### config.mk
export PLATFORM = sky130hd
export DESIGN_NAME = nbcp_host
export DESIGN_NICKNAME = d
export VERILOG_FILES = /design/src/nbcp_pkg.sv /design/src/nbcp_strobe.sv /design/src/nbcp_host.sv
export SDC_FILE = /design/constraint.sdc
export NUM_CORES = 1
export LEC_CHECK = 0
export BUFFER_PORTS_ARGS = -buffer_cell sky130_fd_sc_hd__buf_2
export CAP_MARGIN = 20
export CORE_UTILIZATION = 50
export CTS_CLUSTER_DIAMETER = 50
export DETAILED_ROUTE_END_ITERATION = 8
export PLACE_DENSITY_LB_ADDON = 0.05
export SETUP_SLACK_MARGIN = 0.05
export SYNTH_ARGS = -nofsm -noshare
export SYNTH_HDL_FRONTEND = slang
export SYNTH_SLANG_ARGS = --single-unit
### constraint.sdc
create_clock -name core_clk -period 4.8 [get_ports core_clk]
set_clock_uncertainty 0.2 [all_clocks]
set_input_delay 0.48 -clock core_clk [delete_from_list [all_inputs] [get_ports core_clk]]
set_output_delay 0.48 -clock core_clk [all_outputs]
set_load 0.03 [all_outputs]
### src/nbcp_pkg.sv
package nbcp_pkg;
    // ------------------------------------------------------------
    // command codes
    // ------------------------------------------------------------
    localparam logic [7:0] CMD_READ_A   = 8'h00;
    localparam logic [7:0] CMD_READ_B   = 8'h01;
    localparam logic [7:0] CMD_READ_C   = 8'h50;
    localparam logic [7:0] CMD_SIG      = 8'h90;
    localparam logic [7:0] CMD_STATUS   = 8'h70;
    localparam logic [7:0] CMD_PROG     = 8'h80;
    localparam logic [7:0] CMD_CONFIRM  = 8'h10;
    localparam logic [7:0] CMD_COPYBACK = 8'h8A;
    localparam logic [7:0] CMD_ERASE    = 8'h60;
    localparam logic [7:0] CMD_ERASE_GO = 8'hD0;
    localparam logic [7:0] CMD_RESET    = 8'hFF;
    // ------------------------------------------------------------
    // address layout and bus timing
    // ------------------------------------------------------------
    localparam int         ADDR_CYCLES  = 4;
    localparam int         A8_POS       = 8;
    localparam int         A25_POS      = 25;
    localparam int         PHASE_NS     = 40;
    localparam int         CLK_NS       = 8;
    localparam logic [3:0] PHASE_CYC    = 4'((PHASE_NS + CLK_NS - 1) / CLK_NS);
    // ------------------------------------------------------------
    // host request kinds
    // ------------------------------------------------------------
    typedef enum logic [2:0] {
        NBCP_OP_CMD   = 3'b000,
        NBCP_OP_ADDR  = 3'b001,
        NBCP_OP_WDATA = 3'b010,
        NBCP_OP_RDATA = 3'b011,
        NBCP_OP_IDLE  = 3'b100
    } nbcp_op_e;
endpackage

### src/nbcp_strobe.sv
`timescale 1ns/100ps
`default_nettype none
module nbcp_strobe
    import nbcp_pkg::*;
(
    input  wire logic clk,
    input  wire logic rst,
    input  wire logic start,
    output logic      phase_end,
    output logic      busy
);
    logic [3:0] cnt;
    // one bus cycle is two phases: strobe low, then strobe high
    logic       second;

    always_ff @(posedge clk) begin
        if (rst) begin
            cnt       <= 4'h0;
            second    <= 1'b0;
            busy      <= 1'b0;
            phase_end <= 1'b0;
        end else begin
            phase_end <= 1'b0;
            if (start && !busy) begin
                busy   <= 1'b1;
                cnt    <= PHASE_CYC;
                second <= 1'b0;
            end else if (busy) begin
                if (cnt == 4'h1) begin
                    phase_end <= 1'b1;
                    if (second) begin
                        busy <= 1'b0;
                    end else begin
                        second <= 1'b1;
                        cnt    <= PHASE_CYC;
                    end
                end else begin
                    cnt <= cnt - 4'h1;
                end
            end
        end
    end
endmodule
`default_nettype wire

### src/nbcp_host.sv
`timescale 1ns/100ps
`default_nettype none
module nbcp_host
    import nbcp_pkg::*;
#(
    parameter int WIDE = 0
)(
    input  wire logic        core_clk,
    input  wire logic        rst,
    input  wire logic        req_valid,
    input  wire logic [2:0]  req_op,
    input  wire logic [15:0] req_data,
    input  wire logic        prot_en,
    output logic             req_ready,
    output logic             rsp_valid,
    output logic [15:0]      rsp_data,
    output logic [1:0]       area_ptr,
    output logic             ready_sync,
    output logic             chip_sel_n,
    output logic             cmd_latch_strobe,
    output logic             addr_latch_strobe,
    output logic             wr_strobe_n,
    output logic             rd_strobe_n,
    output logic             wr_prot_n,
    output logic [15:0]      dq_out,
    output logic [15:0]      dq_oe,
    input  wire logic [15:0] dq_in,
    input  wire logic        op_done_flag
);
    // ------------------------------------------------------------
    // pin synchronisers
    // ------------------------------------------------------------
    logic [15:0] dq_s1;
    logic [15:0] dq_s2;
    logic        rb_s1;

    always_ff @(posedge core_clk) begin
        dq_s1      <= dq_in;
        dq_s2      <= dq_s1;
        rb_s1      <= op_done_flag;
        ready_sync <= rb_s1;
    end

    // ------------------------------------------------------------
    // bus cycle sequencer
    // ------------------------------------------------------------
    typedef enum logic [1:0] {
        NBCP_IDLE = 2'b00,
        NBCP_LOW  = 2'b01,
        NBCP_HIGH = 2'b10
    } nbcp_state_e;

    nbcp_state_e state;
    nbcp_op_e    op;
    logic [7:0]  cur_cmd;
    logic        phase_end;
    logic        tim_busy;
    logic [2:0]  addr_cnt;
    logic        in_prog;
    logic        start;

    assign start = (state == NBCP_IDLE) && req_valid && req_ready;

    nbcp_strobe u_tim (
        .clk       (core_clk),
        .rst       (rst),
        .start     (start),
        .phase_end (phase_end),
        .busy      (tim_busy)
    );

    always_ff @(posedge core_clk) begin
        if (rst) begin
            state             <= NBCP_IDLE;
            op                <= NBCP_OP_IDLE;
            req_ready         <= 1'b1;
            chip_sel_n        <= 1'b1;
            cmd_latch_strobe  <= 1'b0;
            addr_latch_strobe <= 1'b0;
            wr_strobe_n       <= 1'b1;
            rd_strobe_n       <= 1'b1;
            dq_out            <= 16'h0000;
            dq_oe             <= 16'h0000;
            cur_cmd           <= 8'h00;
        end else begin
            case (state)
                NBCP_IDLE: begin
                    if (start) begin
                        op        <= nbcp_op_e'(req_op);
                        req_ready <= 1'b0;
                        state     <= NBCP_LOW;
                        if (nbcp_op_e'(req_op) == NBCP_OP_IDLE) begin
                            chip_sel_n <= 1'b1;
                        end else begin
                            chip_sel_n <= 1'b0;
                        end
                        // read strobe stays high for every write-type cycle
                        cmd_latch_strobe  <= (nbcp_op_e'(req_op) == NBCP_OP_CMD);
                        addr_latch_strobe <= (nbcp_op_e'(req_op) == NBCP_OP_ADDR);
                        case (nbcp_op_e'(req_op))
                            NBCP_OP_CMD: begin
                                wr_strobe_n <= 1'b0;
                                dq_out      <= {8'h00, req_data[7:0]};
                                dq_oe       <= 16'h00FF;
                                cur_cmd     <= req_data[7:0];
                            end
                            NBCP_OP_ADDR: begin
                                wr_strobe_n <= 1'b0;
                                dq_out      <= {8'h00, req_data[7:0]};
                                dq_oe       <= 16'h00FF;
                            end
                            NBCP_OP_WDATA: begin
                                wr_strobe_n <= 1'b0;
                                dq_out      <= req_data;
                                dq_oe       <= (WIDE != 0) ? 16'hFFFF : 16'h00FF;
                            end
                            NBCP_OP_RDATA: begin
                                rd_strobe_n <= 1'b0;
                                dq_oe       <= 16'h0000;
                            end
                            default: begin
                                dq_oe <= 16'h0000;
                            end
                        endcase
                    end
                end
                NBCP_LOW: begin
                    if (phase_end) begin
                        wr_strobe_n <= 1'b1;
                        rd_strobe_n <= 1'b1;
                        state       <= NBCP_HIGH;
                    end
                end
                NBCP_HIGH: begin
                    if (phase_end) begin
                        cmd_latch_strobe  <= 1'b0;
                        addr_latch_strobe <= 1'b0;
                        dq_oe             <= 16'h0000;
                        req_ready         <= 1'b1;
                        state             <= NBCP_IDLE;
                    end
                end
                default: begin
                    state <= NBCP_IDLE;
                end
            endcase
        end
    end

    // ------------------------------------------------------------
    // read data return
    // ------------------------------------------------------------
    always_ff @(posedge core_clk) begin
        if (rst) begin
            rsp_valid <= 1'b0;
            rsp_data  <= 16'h0000;
        end else begin
            rsp_valid <= 1'b0;
            // sampled at the end of the low phase; the phase covers access time plus sync delay
            if (state == NBCP_LOW && phase_end && op == NBCP_OP_RDATA) begin
                rsp_valid <= 1'b1;
                rsp_data  <= (WIDE != 0) ? dq_s2 : {8'h00, dq_s2[7:0]};
            end
        end
    end

    // ------------------------------------------------------------
    // write protect and area pointer tracking
    // ------------------------------------------------------------
    logic cmd_done;
    assign cmd_done = (state == NBCP_HIGH) && phase_end && (op == NBCP_OP_CMD);

    // protect must already be high at the setup code's strobe edge, so it rises when that cycle starts
    logic prog_code;
    assign prog_code = (req_data[7:0] == CMD_PROG) || (req_data[7:0] == CMD_ERASE)
                       || (req_data[7:0] == CMD_COPYBACK);

    always_ff @(posedge core_clk) begin
        if (rst) begin
            wr_prot_n <= 1'b0;
            in_prog   <= 1'b0;
        end else if (start && req_op == 3'(NBCP_OP_CMD) && prog_code) begin
            in_prog   <= 1'b1;
            wr_prot_n <= !prot_en;
        end else if (cmd_done) begin
            if (cur_cmd == CMD_RESET) begin
                in_prog   <= 1'b0;
                wr_prot_n <= 1'b0;
            end else if (in_prog && cur_cmd != CMD_CONFIRM && cur_cmd != CMD_ERASE_GO
                         && cur_cmd != CMD_STATUS) begin
                // other codes while a sequence is open leave in_prog set, so the sequence stays open
                in_prog <= in_prog;
            end else if (cur_cmd == CMD_CONFIRM || cur_cmd == CMD_ERASE_GO) begin
                in_prog <= 1'b0;
            end
        end else if (in_prog && !ready_sync) begin
            wr_prot_n <= wr_prot_n;
        end else if (!in_prog && ready_sync) begin
            wr_prot_n <= 1'b0;
        end
    end

    // 0 = first half, 1 = second half, 2 = spare
    logic b_used;
    always_ff @(posedge core_clk) begin
        if (rst) begin
            area_ptr <= 2'd0;
            b_used   <= 1'b0;
        end else if (cmd_done) begin
            case (cur_cmd)
                CMD_READ_A: area_ptr <= 2'd0;
                CMD_READ_B: area_ptr <= (WIDE != 0) ? area_ptr : 2'd1;
                CMD_READ_C: area_ptr <= 2'd2;
                CMD_RESET:  area_ptr <= 2'd0;
                default:    area_ptr <= area_ptr;
            endcase
            b_used <= 1'b0;
        end else if (area_ptr == 2'd1 && state == NBCP_HIGH && phase_end && op != NBCP_OP_ADDR) begin
            // second half covers one operation: revert once data moves
            area_ptr <= 2'd0;
        end
    end

    // ------------------------------------------------------------
    // address cycle count
    // ------------------------------------------------------------
    always_ff @(posedge core_clk) begin
        if (rst) begin
            addr_cnt <= 3'd0;
        end else if (cmd_done) begin
            addr_cnt <= 3'd0;
        end else if (state == NBCP_HIGH && phase_end && op == NBCP_OP_ADDR
                     && addr_cnt != 3'(ADDR_CYCLES)) begin
            addr_cnt <= addr_cnt + 3'd1;
        end
    end

    // ------------------------------------------------------------
    // checks
    // ------------------------------------------------------------
    property p_cmd_latch;
        @(posedge core_clk) disable iff (rst)
        $rose(wr_strobe_n) && cmd_latch_strobe |-> !addr_latch_strobe && rd_strobe_n && !chip_sel_n;
    endproperty
    a_cmd_latch: assert property (p_cmd_latch) else $error("command cycle pins wrong");

    property p_addr_low;
        @(posedge core_clk) disable iff (rst)
        addr_latch_strobe && !wr_strobe_n |-> dq_oe == 16'h00FF;
    endproperty
    a_addr_low: assert property (p_addr_low) else $error("address on upper lines");

    property p_strobe_len;
        @(posedge core_clk) disable iff (rst)
        $fell(wr_strobe_n) |-> !wr_strobe_n [*4];
    endproperty
    a_strobe_len: assert property (p_strobe_len) else $error("write strobe too short");

    property p_reset_ptr;
        @(posedge core_clk) rst |=> area_ptr == 2'd0;
    endproperty
    a_reset_ptr: assert property (p_reset_ptr) else $error("pointer not first half");

    property p_rd_ret;
        @(posedge core_clk) disable iff (rst)
        $fell(rd_strobe_n) |-> ##[1:6] rsp_valid;
    endproperty
    a_rd_ret: assert property (p_rd_ret) else $error("read data not returned");

    property p_prot_setup;
        @(posedge core_clk) disable iff (rst)
        $rose(wr_strobe_n) && cmd_latch_strobe
        && (dq_out[7:0] == CMD_PROG || dq_out[7:0] == CMD_ERASE || dq_out[7:0] == CMD_COPYBACK)
        |-> wr_prot_n == !prot_en;
    endproperty
    a_prot_setup: assert property (p_prot_setup) else $error("protect wrong at setup code");
endmodule
`default_nettype wire

---- Yosys cells after proc, flatten, opt, wreduce, memory -nomap -nowiden ----
Index checks and enable logic that the tools add are counted.
Widths: inputs -> output; s select.
cells by class
  $add $sub $neg .......................... 1
  eq/ne operators ......................... 32
  mux-type cells .......................... 47
  bitwise logic cells ..................... 1
  reductions and logical operators ........ 54
operators by type and width
  cell                count
  $pmux 16 s2         2
  $eq 8x8->1 const B  4
  $mux 16             2
  $mux 1              26
  $reduce_and 3->1    6
  $logic_and 1x1->1   17
  $eq 8x7->1 const B  2
  $pmux 2 s3          2
  $reduce_bool 2->1   6
  $mux 2              5
  $pmux 1 s2          5
  $reduce_and 2->1    5
  $eq 3x2->1 const B  3
  $ne 3x3->1 const B  3
  $eq 8x1->1 const B  1
  $eq 8x5->1 const B  1
  $logic_not 8->1     1
  $mux 4              2
  $mux 8              1
  $ne 8x5->1 const B  1
  $ne 8x7->1 const B  1
  $ne 8x8->1 const B  1
  $reduce_and 4->1    2
  $logic_not 3->1     2
  18 further kinds    34
word-level totals
  flip-flop bits (word level) ............. 89
  input port bits ......................... 40
  word-level logic and storage cells ...... 160

---- Longest topological paths before layout ----
  depth after elaboration ................. 8
  depth in mapped cells ................... 8
  mapped depth without buffers ............ 7

---- Modules after synthesis ----
A second synthesis with hierarchy kept.
unflattened totals
  cells, all modules ...................... 310
  area, all modules ....................... 2957.8 um^2
by module, submodules not included
  module       times used  cells an instance  area each (um^2)
  nbcp_host    1           271                2601.2
  nbcp_strobe  1           39                 356.6

---- Worst setup path before layout ----
OpenSTA, ideal clock, no wires.
  path type ............................... register -> register
  start ................................... register req_ready
  end ..................................... register wr_prot_n
  setup time .............................. 0.131 ns
  arrival time ............................ 1.436 ns
  slack ................................... 3.034 ns
  stages on the path, launching flop included .. 7
  path buffers ............................ 1
  cell sequence ........................... dfxtp_1 > nand4bb_1 > buf_6 > nor4_4 > nand3_2 > nand4_1 > o31ai_1
between the ends
  cells in the longest elaborated chain, start to end .. 5
ends and longest elaborated chain
  what                                                RTL line          text
  start, declared                                     nbcp_host.sv:14   output logic req_ready,
  start signal, assigned                              nbcp_host.sv:76   req_ready <= 1'b1;
  start signal, assigned                              nbcp_host.sv:90   req_ready <= 1'b0;
  start signal, assigned                              nbcp_host.sv:139  req_ready <= 1'b1;
  $logic_and 1x1->1 (*)                               nbcp_host.sv:62   assign start = (state == NBCP_IDLE) && req_valid && req_ready;
  $logic_and 1x1->1 (*) (2 in a row)                  nbcp_host.sv:182  end else if (start && req_op == 3'(NBCP_OP_CMD) && prog_code) begin
  $ne 3x1->1 (no line), or another cell as far along  -
  $reduce_and 3->1 (no line)                          -
  end signal, assigned                                nbcp_host.sv:184  wr_prot_n <= !prot_en;
  end signal, assigned                                nbcp_host.sv:197  wr_prot_n <= wr_prot_n;
  end, declared                                       nbcp_host.sv:24   output logic wr_prot_n,
Mark *: on every way between the ends. The rest lies on a longest branch, timed or not.
A chain may end at the register's enable or synchronous reset.

---- Worst setup path in the final report ----
  start ................................... register state[1]
  end ..................................... register wr_strobe_n
between the ends
  cells in the longest elaborated chain, start to end .. 5
ends and longest elaborated chain
  what                            RTL line                          text
  start, declared                 nbcp_host.sv:53                   nbcp_state_e state;
  start signal, assigned          nbcp_host.sv:74                   state <= NBCP_IDLE;
  start signal, assigned          nbcp_host.sv:91                   state <= NBCP_LOW;
  start signal, assigned          nbcp_host.sv:131                  state <= NBCP_HIGH;
  $logic_not 2->1                 nbcp_host.sv:62, nbcp_host.sv:86
  $logic_and 1x1->1 (2 in a row)  nbcp_host.sv:62
  $ne 2x2->1 (no line)            -
  $reduce_and 4->1 (no line)      -
  end signal, assigned            nbcp_host.sv:80                   wr_strobe_n <= 1'b1;
  end signal, assigned            nbcp_host.sv:102                  wr_strobe_n <= 1'b0;
  end signal, assigned            nbcp_host.sv:108                  wr_strobe_n <= 1'b0;
  end, declared                   nbcp_host.sv:22                   output logic wr_strobe_n,
Several ways; a longest one is shown, not always the timed one.

==> flow_summary_export.csv <==
group,metric,value,unit
timing,fin_ws,2380,ps
cts,cts_resized,0,
critical_path,critPathLaunchType,"register",
hold_path,whs_path_depth,1,
grt,antenna_found_initial,0,
layout,finish.instance_area,3360,um2
layout,mostFrequentLayoutCells,"74 x dfxtp_1, 74 x buf_2, 53 x nand2_1, 38 x a21oi_1, 26 x nor2_1",
route,firstDrtPassIters,4,
place,placed_cells,440,
synthesis,seq_area_frac_synth,51.2,%
critical_path,critPathCaptureType,"register",
run_status,outcome,"completed",
cts,ctsHoldBuffers,0,
place,io_buffers,74,
critical_path,critPathArrivalTime,2450,ps
synthesis,syn_area,2890,um2
critical_path,cp_data_required_time,4830,ps
synthesis,syn_avg_cell_area,9.19,um2
timing,setup_tns,0,ps
timing,hold_violations,0,
floorplan,num_rows,27,
route,routed_wl,5950,um
synthesis,ys_async_sr_fraction,0,%
floorplan,die_h,78.1,um
route,drt-initial-drc-count,133,
critical_path,reg2reg_setup_slack,2380,ps
grt,grt_pass1_vias,2107,
place,place_congestion,0.734,
floorplan,die_w,78.1,um
critical_path,path_cells,"nand4bb_1 > nor2_8 > nand2_1 > a221o_1",
cts,htree_levels,3,
cts,cts_buffers,9,
cts,clockBufferDepth,2,
hold_path,hold_end,"dq_s1[1]",
route,drcViolationCount,0,
critical_path,r2r-start,"state[1]",
timing,fin_crit,2420,ps
cts,post_cts_buffers,0,
synthesis,synth_edf_count,0,
critical_path,r2r_end,"wr_strobe_n",
synthesis,synth_flop_cell,"dfxtp_1",
timing,finalSetupViolations,0,
timing,slew_headroom,36.9,%
timing,finalMaxSlewViolations,0,
cts,clk_pin_slew,80,ps
power,powerDensity,382,nW/um2
critical_path,crit_path_max_incr_delay,630,ps
place,pre_cts_slack,2240,ps
critical_path,worst-path-max-fanout,18,
synthesis,ys_types,44,
synthesis,ys_warn_count,0,
cts,clkSinkCount,74,
grt,gr-total-overflow,0,
layout,stdcell_count,456,
hold_path,hold_path.startpoint,"dq_in[1]",
grt,grt_first_pass_wirelength,10000,um
synthesis,ys_ff_latch,74,
flow_run,cap_violations,0,
cts,cts_tree,"built",
floorplan,core,5540,um2
power,ir_drop,0.218,mV
synthesis,netlist_instances,315,
grt,grt_usage,21.0,%
critical_path,worstRegToRegCells,4,
power,power_leakage,1.42,nW
cts,cts_root_buf,"clkbuf_8",
hold_path,worstHoldPathType,"in -> reg",
critical_path,slowest_stage,"nand4bb_1",
layout,synthToLayoutAreaGrowth,16.2,%
timing,tightest_slew,947,ps
route,wire_per_inst,13.1,um
layout,n_antenna_cell,0,
grt,grt_max_degree,52,
floorplan,start_util,52.2,%
route,vias,2317,
timing,fin_crit_sh,50.4,%
layout,final_nets,421,
critical_path,path_class,"reg -> reg",
place,placed_cell_area,3160,um2
timing,timing.fmax,413,MHz
timing,rsz0062_at_grt,"false",
route,antenna_left,0,
route,viasPerCell,5.08,
cts,insertion_delay,340,ps
floorplan,io_pins,99,
layout,drive_above_1_share,25.5,%
place,post-dp-hpwl,4140,um
floorplan,dieArea,6100,um2
## critical path, delay by kind of cell, from the launching register on
| family | cells | cell delay (ps) |
|---|---|---|
| compound gates | 1 | 420 |
| simple gates | 3 | 1340 |
| flops | 1 | 340 |
## registers in the layout, indices dropped and copies added, names as in the netlist, 2 cells and up
name       cells
state          2
rsp_data       8
op             3
u_tim.cnt      4
area_ptr       2
dq_s1          8
dq_s2          8
dq_out        16
cur_cmd        8
## power by group
part | switching (W) | leakage (nW) | internal (W)
sequential | 0.0000169 | 0.606 | 0.000638
combinational | 0.0000996 | 0.715 | 0.0000439
clock | 0.000243 | 0.0962 | 0.000243
## per-stage QoR
step	utilization, %	hold WS, ps	power (W)
floorplan	-	110	0.000787
global placement	57.1	110	0.000810
detailed placement	57.1	112	0.000813
CTS	60.7	14.5	0.00129
global route	60.7	10.7	0.00134
finish	60.7	29.7	0.00128
## how the worst max path moves through the flow
stage,from,end,cells after the start,slack [ps]
floorplan,req_ready,wr_prot_n,6,3030
global placement,req_valid,wr_strobe_n,5,2220
detailed placement,req_valid,wr_strobe_n,5,2240
CTS,state[1],wr_strobe_n,4,2390
global route,state[1],dq_out[8],5,2140
finish,state[1],wr_strobe_n,4,2380
## synth_stat cells (all sizes together) (3+ instances only)
cell type  number  area share (%)
o31ai           3            0.78
nor2           27             4.1
dfxtp          74              51
nand4           6             1.3
nor4            5             2.1
mux2i          11             3.8
o21ai           5            0.86
nor3            3            0.52
nand3b          4             1.0
nand2          53             6.9
nor2b           5             1.1
clkbuf          7            0.95
buf            30             7.9
nand2b          4            0.86
a21oi          38             6.6
inv             5            0.65
nand3          12             2.2
## per-layer routing
layer	up-vias	global-route usage [%]	share of wire, %
met5	-	0	0
met4	0	8.89	1.7
met3	10	6.86	6.0
met2	71	30.8	44
met1	1074	28.4	48
li1	1162	-	-
## cells by family after synthesis
kind of cell    synth area share [%]
compound gates                  10.8
xor+xnor                       0.605
fa+ha+maj                      0.865
buf+inv                         9.47
flops                           51.2
mux                             3.80
other cells                    0.130
simple gates                    23.1
## final cells by class
type                            count  area [um2]
Fill cell                         500        2180
Timing Repair Buffer               75         378
Multi-Input combinational cell    214        1190
Tap cell                           72        90.1
Inverter                            5        18.8
Clock buffer                        9         124
Clock inverter                      7        76.3
Sequential cell                    74        1480
Note: power is estimated with default switching activity, not from simulation.
